## src/hw/throttle_speed_command_regs.vh

```
`ifndef THROTTLE_SPEED_COMMAND_REGS_VH
`define THROTTLE_SPEED_COMMAND_REGS_VH
// ****************************************
// Register offsets
// ****************************************
`define ADDR_FWD_TOP_M1    4'h0
`define ADDR_FWD_BOTTOM_M1 4'h1
`define ADDR_REV_TOP_M1    4'h2
`define ADDR_REV_BOTTOM_M1 4'h3
`define ADDR_FWD_TOP_M2    4'h4
`define ADDR_FWD_BOTTOM_M2 4'h5
`define ADDR_REV_TOP_M2    4'h6
`define ADDR_REV_BOTTOM_M2 4'h7
`define ADDR_THROTTLE_CFG  4'h8
`define ADDR_VOLT_BOUNDS   4'h9
`define ADDR_SHAPE         4'hA
`define ADDR_STATUS        4'hB
`define ADDR_IRQ_STATUS    4'hC
`define ADDR_IRQ_MASK      4'hD
`define ADDR_SPEED_OUT     4'hE
// ****************************************
// Field positions and values
// ****************************************
`define CFG_TYPE_LSB       0
`define CFG_TYPE_MSB       3
`define CFG_INTERLOCK_BIT  4
`define CFG_LIMITPOT_BIT   5
`define TYPE_MAX           4'h9
`define TYPE_VOLT_FIRST    4'h5
`define PCT_MAX            8'h64
`define VOLT_TOP_MIN       8'h99
`define VOLT_TOP_MAX       8'hFF
`define VOLT_BOTTOM_MAX    8'h66
`define DEADBAND_MIN       8'h05
`define DEADBAND_MAX       8'h1E
`define FULLSCALE_MIN      8'h28
`define FULLSCALE_MAX      8'h64
`define ADC_FULL           8'hFF
`define ADC_MID            8'h80
`define IRQ_REJECT_BIT     0
`define IRQ_FAULT_BIT      1
`define IRQ_MODE_BIT       2
`define RESET_TOP          8'h64
`define RESET_BOTTOM       8'h00
`define RESET_CFG          8'h10
`define RESET_VTOP         8'hFF
`define RESET_VBOTTOM      8'h00
`define RESET_DEADBAND     8'h0A
`define RESET_FULLSCALE    8'h5A
// ****************************************
// Timing
// ****************************************
`define CLK_MHZ            200
`define INTERLOCK_SECONDS  10
`define DEBOUNCE_US        10000
`endif

```

## src/hw/mode_debounce.v

```verilog
`include "throttle_speed_command_regs.vh"
module mode_debounce #(
  parameter DEBOUNCE_CYCLES = `DEBOUNCE_US * `CLK_MHZ
) (
  input  wire clk_sys,
  input  wire rst_n,
  input  wire rawIn,
  output reg  cleanOut
);
  reg        sync1_reg;
  reg        sync2_reg;
  reg [31:0] count_reg;
  always @(posedge clk_sys or negedge rst_n) begin
    if (!rst_n) begin
      sync1_reg <= 1'b0;
      sync2_reg <= 1'b0;
      count_reg <= 32'h0;
      cleanOut  <= 1'b0;
    end else begin
      sync1_reg <= rawIn;
      sync2_reg <= sync1_reg;
      if (sync2_reg == cleanOut) begin
        count_reg <= 32'h0;
      end else if (count_reg >= DEBOUNCE_CYCLES - 1) begin
        count_reg <= 32'h0;
        cleanOut  <= sync2_reg;
      end else begin
        count_reg <= count_reg + 32'h1;
      end
    end
  end
endmodule

```

## src/hw/throttle_speed_command.v

```verilog
`include "throttle_speed_command_regs.vh"
module throttle_speed_command #(
  parameter INTERLOCK_CYCLES = `INTERLOCK_SECONDS * `CLK_MHZ * 1000000,
  parameter DEBOUNCE_CYCLES  = `DEBOUNCE_US * `CLK_MHZ
) (
  input  wire       clk_sys,
  input  wire       rst_n,
  input  wire [3:0] regAddr,
  input  wire [7:0] regWdata,
  input  wire       regWrite,
  input  wire       regRead,
  output reg  [7:0] regRdata,
  input  wire       modeSwitch,
  input  wire [7:0] throttleAdc,
  input  wire [7:0] limitPotAdc,
  output reg  [7:0] speedCommand,
  output reg        reverseDir,
  output reg        driveInhibit,
  output reg        wiringFault,
  output wire       irq
);
  // ****************************************
  // Registers
  // ****************************************
  reg  [7:0] limit_reg [0:7];
  reg  [7:0] cfg_reg;
  reg  [7:0] vTop_reg;
  reg  [7:0] vBottom_reg;
  reg  [7:0] deadband_reg;
  reg  [7:0] fullScale_reg;
  reg  [2:0] irqStatus_reg;
  reg  [2:0] irqMask_reg;
  reg        modeTwo_reg;
  reg        modePrev_reg;
  reg        rejectEvt;
  wire       modeClean;
  wire [3:0] throttleType = cfg_reg[`CFG_TYPE_MSB:`CFG_TYPE_LSB];
  wire       interlockOn  = cfg_reg[`CFG_INTERLOCK_BIT];
  wire       limitPotOn   = cfg_reg[`CFG_LIMITPOT_BIT];
  // ****************************************
  // Mode selection
  // ****************************************
  // The raw switch is filtered so that contact bounce never flips the mode.
  // debounced mode
  mode_debounce #(
    .DEBOUNCE_CYCLES (DEBOUNCE_CYCLES)
  ) u_mode (
    .clk_sys  (clk_sys),
    .rst_n    (rst_n),
    .rawIn    (modeSwitch),
    .cleanOut (modeClean)
  );
  // The mode bit is registered once more so that a change shows as an event.
  // mode selection
  always @(posedge clk_sys or negedge rst_n) begin
    if (!rst_n) begin
      modeTwo_reg  <= 1'b0;
      modePrev_reg <= 1'b0;
    end else begin
      modeTwo_reg  <= modeClean;
      modePrev_reg <= modeTwo_reg;
    end
  end
  // ****************************************
  // Register writes
  // ****************************************
  wire [2:0] wIdx     = regAddr[2:0];
  wire       isBottom = regAddr[0];
  wire [7:0] pairTop  = limit_reg[{wIdx[2:1], 1'b0}];
  wire [7:0] pairBot  = limit_reg[{wIdx[2:1], 1'b1}];
  reg        limitOk;
  // A top write below its bottom is refused as well, so each pair stays ordered.
  always @* begin
    limitOk = regWdata <= `PCT_MAX;
    if (isBottom && regWdata > pairTop) begin
      limitOk = 1'b0;
    end
    if (!isBottom && regWdata < pairBot) begin
      limitOk = 1'b0;
    end
  end
  // ****************************************
  // Limit storage
  // ****************************************
  genvar gi;
  generate
    for (gi = 0; gi < 8; gi = gi + 1) begin : gLimit
      // Each limit slot loads only when its pair check passes.
      // per-mode direction limits
      always @(posedge clk_sys or negedge rst_n) begin
        if (!rst_n) begin
          limit_reg[gi] <= (gi % 2 == 1) ? `RESET_BOTTOM : `RESET_TOP;
        end else if (regWrite && !regAddr[3] && wIdx == gi && limitOk) begin
          limit_reg[gi] <= regWdata;
        end
      end
    end
  endgenerate
  // ****************************************
  // Configuration writes
  // ****************************************
  // The voltage bound address holds two fields; the written value picks which one.
  // A refused write raises a one-cycle reject event.
  always @(posedge clk_sys or negedge rst_n) begin
    if (!rst_n) begin
      cfg_reg       <= `RESET_CFG;
      vTop_reg      <= `RESET_VTOP;
      vBottom_reg   <= `RESET_VBOTTOM;
      deadband_reg  <= `RESET_DEADBAND;
      fullScale_reg <= `RESET_FULLSCALE;
      irqMask_reg   <= 3'h0;
      rejectEvt     <= 1'b0;
    end else begin
      rejectEvt <= 1'b0;
      if (regWrite) begin
        case (regAddr)
          `ADDR_THROTTLE_CFG: begin
            if (regWdata[`CFG_TYPE_MSB:`CFG_TYPE_LSB] <= `TYPE_MAX) begin
              cfg_reg <= {2'h0, regWdata[5:0]};
            end else begin
              rejectEvt <= 1'b1;
            end
          end
          `ADDR_VOLT_BOUNDS: begin
            if (regWdata >= `VOLT_TOP_MIN) begin
              vTop_reg <= regWdata;
            end else if (regWdata <= `VOLT_BOTTOM_MAX) begin
              vBottom_reg <= regWdata;
            end else begin
              rejectEvt <= 1'b1;
            end
          end
          `ADDR_SHAPE: begin
            if (regWdata >= `DEADBAND_MIN && regWdata <= `DEADBAND_MAX) begin
              deadband_reg <= regWdata;
            end else if (regWdata >= `FULLSCALE_MIN && regWdata <= `FULLSCALE_MAX) begin
              fullScale_reg <= regWdata;
            end else begin
              rejectEvt <= 1'b1;
            end
          end
          `ADDR_IRQ_MASK: begin
            irqMask_reg <= regWdata[2:0];
          end
          default: begin
            if (!regAddr[3] && !limitOk) begin
              rejectEvt <= 1'b1;
            end
          end
        endcase
      end
    end
  end
  // ****************************************
  // Throttle decode
  // ****************************************
  wire       voltType = throttleType >= `TYPE_VOLT_FIRST;
  wire [3:0] shape    = voltType ? throttleType - `TYPE_VOLT_FIRST : throttleType;
  wire [7:0] lowB     = voltType ? vBottom_reg : 8'h00;
  wire [7:0] highB    = voltType ? vTop_reg : `ADC_FULL;
  // The wiper is clamped to the active bounds before it is scaled.
  wire [7:0] clipped  = throttleAdc < lowB ? lowB : (throttleAdc > highB ? highB : throttleAdc);
  wire [7:0] span     = highB - lowB;
  wire [15:0] posMul  = (clipped - lowB) * `PCT_MAX;
  // A zero span would divide by zero, so it reads as position zero.
  wire [15:0] posQuot = span == 8'h00 ? 16'h0000 : posMul / span;
  wire [7:0] posPct   = posQuot[7:0];
  // ****************************************
  // Throttle shape
  // ****************************************
  // Wigwag shapes are neutral at mid travel and the half sets direction; unipolar shapes are neutral at one end.
  reg  [7:0] magPct;
  reg        revRaw;
  always @* begin
    magPct = 8'h00;
    revRaw = 1'b0;
    case (shape)
      4'h0, 4'h4: begin
        revRaw = posPct < 8'h32;
        magPct = revRaw ? (8'h32 - posPct) << 1 : (posPct - 8'h32) << 1;
      end
      4'h1: begin
        revRaw = posPct >= 8'h32;
        magPct = revRaw ? (posPct - 8'h32) << 1 : (8'h32 - posPct) << 1;
      end
      4'h2: begin
        magPct = posPct;
      end
      4'h3: begin
        magPct = `PCT_MAX - posPct;
      end
      default: begin
        magPct = 8'h00;
      end
    endcase
    if (magPct > `PCT_MAX) begin
      magPct = `PCT_MAX;
    end
  end
  // ****************************************
  // Deadband and full scale
  // ****************************************
  // Positions at or below the deadband read as neutral.
  // neutral deadband
  wire        inNeutral = magPct <= deadband_reg;
  // Travel past the full-scale point saturates at full output.
  // full-scale scaling
  wire [7:0]  active    = inNeutral ? 8'h00 : magPct - deadband_reg;
  wire [7:0]  range     = fullScale_reg - deadband_reg;
  wire [15:0] cmdMul    = active * `PCT_MAX;
  wire [15:0] cmdQuot   = range == 8'h00 ? 16'h0000 : cmdMul / range;
  wire [7:0]  cmdRaw    = (range == 8'h00 || active >= range) ? `PCT_MAX : cmdQuot[7:0];
  // ****************************************
  // Speed limit
  // ****************************************
  wire [2:0]  base     = {modeTwo_reg, revRaw, 1'b0};
  wire [7:0]  topLim   = limit_reg[base];
  // With the pot disabled both ends of the sweep sit at the top limit.
  // bottom only with pot on
  wire [7:0]  botLim   = limitPotOn ? limit_reg[base | 3'h1] : topLim;
  // The pot sweeps the limit from bottom at code zero to top at full code.
  // linear interpolation
  wire [15:0] interp   = botLim * `ADC_FULL + (topLim - botLim) * limitPotAdc;
  wire [15:0] effQuot  = interp / `ADC_FULL;
  wire [7:0]  effLim   = effQuot[7:0];
  wire [15:0] outMul   = cmdRaw * effLim;
  wire [15:0] speedQuot = outMul / `PCT_MAX;
  wire [7:0]  speedNext = speedQuot[7:0];
  // ****************************************
  // Power-up interlock
  // ****************************************
  // The interlock arms only out of reset; a fault inhibits until the next reset.
  reg         armed_reg;
  reg  [31:0] ilCount_reg;
  always @(posedge clk_sys or negedge rst_n) begin
    if (!rst_n) begin
      armed_reg    <= 1'b1;
      driveInhibit <= 1'b1;
      wiringFault  <= 1'b0;
      ilCount_reg  <= 32'h0;
      speedCommand <= 8'h00;
      reverseDir   <= 1'b0;
    end else begin
      if (armed_reg) begin
        if (!interlockOn || inNeutral) begin
          armed_reg    <= 1'b0;
          driveInhibit <= 1'b0;
        end else if (ilCount_reg >= INTERLOCK_CYCLES - 1) begin
          wiringFault <= 1'b1;
        end else begin
          ilCount_reg <= ilCount_reg + 32'h1;
        end
      end
      if (wiringFault) begin
        armed_reg    <= 1'b0;
        driveInhibit <= 1'b1;
      end
      speedCommand <= (driveInhibit || wiringFault) ? 8'h00 : speedNext;
      reverseDir   <= revRaw & ~inNeutral;
    end
  end
  // ****************************************
  // Interrupt status and output
  // ****************************************
  // An event in the same cycle as its clear wins, so no event is lost.
  wire [2:0] irqSet = {modeTwo_reg ^ modePrev_reg, wiringFault, rejectEvt};
  always @(posedge clk_sys or negedge rst_n) begin
    if (!rst_n) begin
      irqStatus_reg <= 3'h0;
    end else begin
      irqStatus_reg <= irqSet | (irqStatus_reg &
        ~((regWrite && regAddr == `ADDR_IRQ_STATUS) ? regWdata[2:0] : 3'h0));
    end
  end
  assign irq = |(irqStatus_reg & irqMask_reg);
  // ****************************************
  // Register readback
  // ****************************************
  // Read data stand for one cycle and are zero otherwise.
  always @(posedge clk_sys or negedge rst_n) begin
    if (!rst_n) begin
      regRdata <= 8'h00;
    end else if (regRead) begin
      case (regAddr)
        `ADDR_THROTTLE_CFG: begin
          regRdata <= cfg_reg;
        end
        `ADDR_VOLT_BOUNDS: begin
          regRdata <= vTop_reg;
        end
        `ADDR_SHAPE: begin
          regRdata <= deadband_reg;
        end
        `ADDR_STATUS: begin
          regRdata <= {3'h0, inNeutral, revRaw, modeTwo_reg, wiringFault, driveInhibit};
        end
        `ADDR_IRQ_STATUS: begin
          regRdata <= {5'h0, irqStatus_reg};
        end
        `ADDR_IRQ_MASK: begin
          regRdata <= {5'h0, irqMask_reg};
        end
        `ADDR_SPEED_OUT: begin
          regRdata <= speedCommand;
        end
        4'hF: begin
          regRdata <= fullScale_reg;
        end
        default: begin
          regRdata <= limit_reg[wIdx];
        end
      endcase
    end else begin
      regRdata <= 8'h00;
    end
  end
endmodule

```

## config.mk

```make
export PLATFORM = sky130hd
export DESIGN_NAME = throttle_speed_command
export DESIGN_NICKNAME = d
export VERILOG_FILES = /design/src/hw/mode_debounce.v /design/src/hw/throttle_speed_command.v
export VERILOG_INCLUDE_DIRS = /design/src /design/src/hw
export SDC_FILE = /design/constraint.sdc
export NUM_CORES = 2
export LEC_CHECK = 0
export BUFFER_PORTS_ARGS = -buffer_cell sky130_fd_sc_hd__buf_4
export CORE_MARGIN = 2
export CORE_UTILIZATION = 40
export CTS_CLUSTER_SIZE = 16
export DETAILED_ROUTE_END_ITERATION = 7
export HOLD_SLACK_MARGIN = 0.1
export PLACE_DENSITY = 0.6
export RECOVER_POWER = 25
export SLEW_MARGIN = 20
export SYNTH_ARGS = -nofsm -noshare
export SYNTH_HDL_FRONTEND = slang
export SYNTH_SLANG_ARGS = --single-unit
```

## constraint.sdc

```tcl
create_clock -name clk_sys -period 180.5 [get_ports clk_sys]
set_input_delay 36.1 -clock clk_sys [delete_from_list [all_inputs] [get_ports clk_sys]]
set_output_delay 36.1 -clock clk_sys [all_outputs]
set_load 0.03 [all_outputs]
```

==> flow_summary.ini <==
[yosys]
syn_area_mm2 = 0.0371
async_flop_share_pct = 100
yosysWarnings = 0
synth_top_flop_cell = dfrtp_1
syn_avg_cell_area_um2 = 8.19
yosysUniqueCellTypes = 125
syn_inst = 4533
synth-edff-count = 0
ys_seq_elements = 198
ys_seq_area_share_pct = 13.4

[route]
finalWirelength_mm = 105
drtPass1Iterations = 6
wl_per_cell_um = 18.2
num_vias = 33500
route.detailed.drc = 0
ant_nets = 0
via_per_inst = 5.79
drtIter0Drc = 2514

[global_route]
grt_overflow = 0
antenna_found_initial = 3
grt_max_degree = 72
grtUsageTotal_pct = 22.0
grt_pass1_vias = 32100
grt_pass1_wl_mm = 172

[critical_path]
r2r_end = speedCommand[0]$_DFF_PN0_
required_ns = 180.82
critical_path.max_stage_delay_ns = 0.80
startpoint_type = primary input
cp-end-kind = register
worst_ep_arrival_time_ns = 131.44
reg2reg_depth = 426
crit_fanout = 19
r2r_slack_ns = 83.20
path_class = in2reg
reg2reg_from = cfg_reg[0]$_DFFE_PN0P_
slowest_stage = a21oi_1
crit_top_cell = o21a_1

[die]
die_area_mm2 = 0.0953
die_height_um = 309
start_util_pct = 40.4
coreArea_mm2 = 0.0918
row_count = 111
ios = 53
die_w_um = 309

[cells_and_area]
nets = 5172
drive_above_1_share_pct = 10.5
area_delta_synth_final_pct = 6.62
largest_reg_flops = 64
n_fill_cell = 9178
diodes = 0

[status]
status = finished, violations left
violations = max-capacitance violations, max-slew violations

[cts]
htree_levels = 4
clockRootBuffer = clkbuf_16
clk_pin_slew_ns = 0.08
cts_setup_buffers = 0
clock-sinks = 198
clock_path_buffers = 2
postCtsHoldBufs = 0
cts_buffers = 17
ctsResizeCount = 0
clock_latency_ns = 0.44
cts_tree = done

[placement]
io_buffer_count = 52
post-place-ws_ns = 50.08
place_congestion = 0.910
dp_hpwl_mm = 84.5

[timing]
rsz0062_at_grt = false
setup_viol_count_final = 0
max_slew_margin_pct = -137
finClkSkew_ns = 0.0168
period_minus_slack_ns = 131.12
hold_violations = 0
tns_ns = 0
timing.final.ws_setup_ns = 49.38
worstMarginPinSlew_ns = 3.56
hold_ws_ns = 0.371
clock.fmax_mhz = 7.63
drv_slew = 152
finalCritPeriodShare_pct = 72.6

[min_path]
holdPathEnd = u_mode.sync2_reg$_DFF_PN0_
hold_depth = 0
hold_path.class = reg2reg
hp-start = u_mode.sync1_reg$_DFF_PN0_

[run]
max-cap-violations = 3
==> kinds of logic after synthesis <==
logic type / after synthesis / share of synthesized area (%)
xor+xnor: 247 / 5.97
buf+inv: 485 / 4.96
other cells: 1 / 0.0101
fa+ha+maj: 606 / 23.7
simple gates: 1569 / 20.8
flops: 198 / 13.4
mux: 257 / 9.07
compound gates: 1170 / 22.0
==> metal layers <==
metal  vias up  routed length, um  GRT usage, %
met1     16100              51600          32.6
met2       920              46200          34.8
li1      16400                  -             -
met5         -                 23             0
met3       105               5860          1.95
met4         4               1780          4.33
==> cell usage in the layout, fill, tap and decap left out, types with 19 or more instances in the layout <==
cell,Yosys,layout
ha_1,439,439
nor2_1,410,410
nand2_1,394,394
inv_1,368,368
a21oi_1,217,217
o21ai_0,199,198
dfrtp_1,169,169
fa_1,162,162
nor3_1,160,158
xnor2_1,158,156
o21a_1,145,145
mux2_2,145,145
nand3_1,116,116
a21o_1,88,88
buf_4,1,84
xor2_1,83,82
nor2b_1,76,76
nand2b_1,71,71
and2_1,65,64
mux2i_1,59,59
o31ai_1,55,55
mux4_2,48,48
a211oi_1,48,47
or2_2,45,45
and3_1,43,43
a31oi_1,43,43
nand4_1,42,42
o211ai_1,42,42
nor4_1,37,37
or3_1,32,32
dfstp_2,29,29
o21ai_1,23,24
o21bai_1,23,23
o22ai_1,19,19
==> cell type report <==
cell class,instances,area (um2),area share (%)
inverters,371,1390,3.52
flip-flops and latches,198,4990,12.6
clock inverters,13,154,0.389
clock buffers,19,443,1.12
well taps,1243,1560,3.93
repair buffers,89,654,1.65
multi-input cells,3861,30400,76.8
==> worst max-delay path, delay by kind of cell <==
family                   cells  cell delay [ns]
AND/OR/NAND/NOR            120            24.61
multiplexers                14             4.31
XOR/XNOR                     3             1.18
buffers and inverters       16             2.33
adder cells (fa/ha/maj)     50            16.39
AO/OA/AOI/OAI              218            46.44
==> per-stage QoR <==
| stage | utilization, % | area, um2 | std cells |
|---|---|---|---|
| floorplan | - | 37200 | 4544 |
| global placement | 42.5 | 39000 | 5761 |
| detailed placement | 42.5 | 39000 | 5761 |
| CTS | 43.1 | 39600 | 5793 |
| global route | 43.1 | 39600 | 5794 |
| finish | 43.1 | 39600 | 5794 |
==> Yosys cell counts (12+ instances only) <==
library cell	count	area share (%)
o21bai_1	23	0.47
nand2b_1	71	1.2
o31ai_1	55	1.1
and2_1	65	1.1
clkbuf_1	89	0.90
nor2b_1	76	1.3
nand2_1	394	4.0
a21oi_1	217	2.9
nor4_1	37	0.62
or3_1	32	0.54
buf_2	13	0.18
ha_1	439	15
or2_2	45	0.76
a311oi_1	17	0.40
nor3_1	160	2.2
inv_1	368	3.7
a31o_2	12	0.28
mux2i_1	59	1.6
o211a_1	13	0.35
and3_1	43	0.72
o211ai_1	42	0.85
a211oi_1	48	0.97
o21ai_0	199	2.7
mux4_2	48	2.9
a211o_1	17	0.40
a21o_1	88	1.8
o221ai_1	15	0.35
fa_1	162	8.7
xor2_1	83	2.0
nor2_1	410	4.1
mux2_2	145	4.4
o31a_1	13	0.31
a31oi_1	43	0.72
nand4_1	42	0.71
o22ai_1	19	0.32
o21a_1	145	2.9
dfrtp_1	169	11
nand3_1	116	1.6
o21ai_1	23	0.31
xnor2_1	158	3.7
dfstp_2	29	2.1
==> worst max-delay path by stage <==
stage / startpoint / end / slack, ns / depth (start not counted)
after floorplan: throttleAdc[1] / speedCommand[0]$_DFF_PN0_ / 60.12 / 438
after global placement: throttleAdc[1] / speedCommand[0]$_DFF_PN0_ / 52.36 / 422
after detailed placement: throttleAdc[1] / speedCommand[0]$_DFF_PN0_ / 50.08 / 421
after CTS: throttleAdc[1] / speedCommand[0]$_DFF_PN0_ / 50.22 / 421
after global routing: throttleAdc[1] / speedCommand[0]$_DFF_PN0_ / 40.87 / 426
final: throttleAdc[1] / speedCommand[0]$_DFF_PN0_ / 49.38 / 421
Power is left out: the tool's default activity adds up to more than one toggle a clock period on the data nets, which glitch-free logic cannot reach.
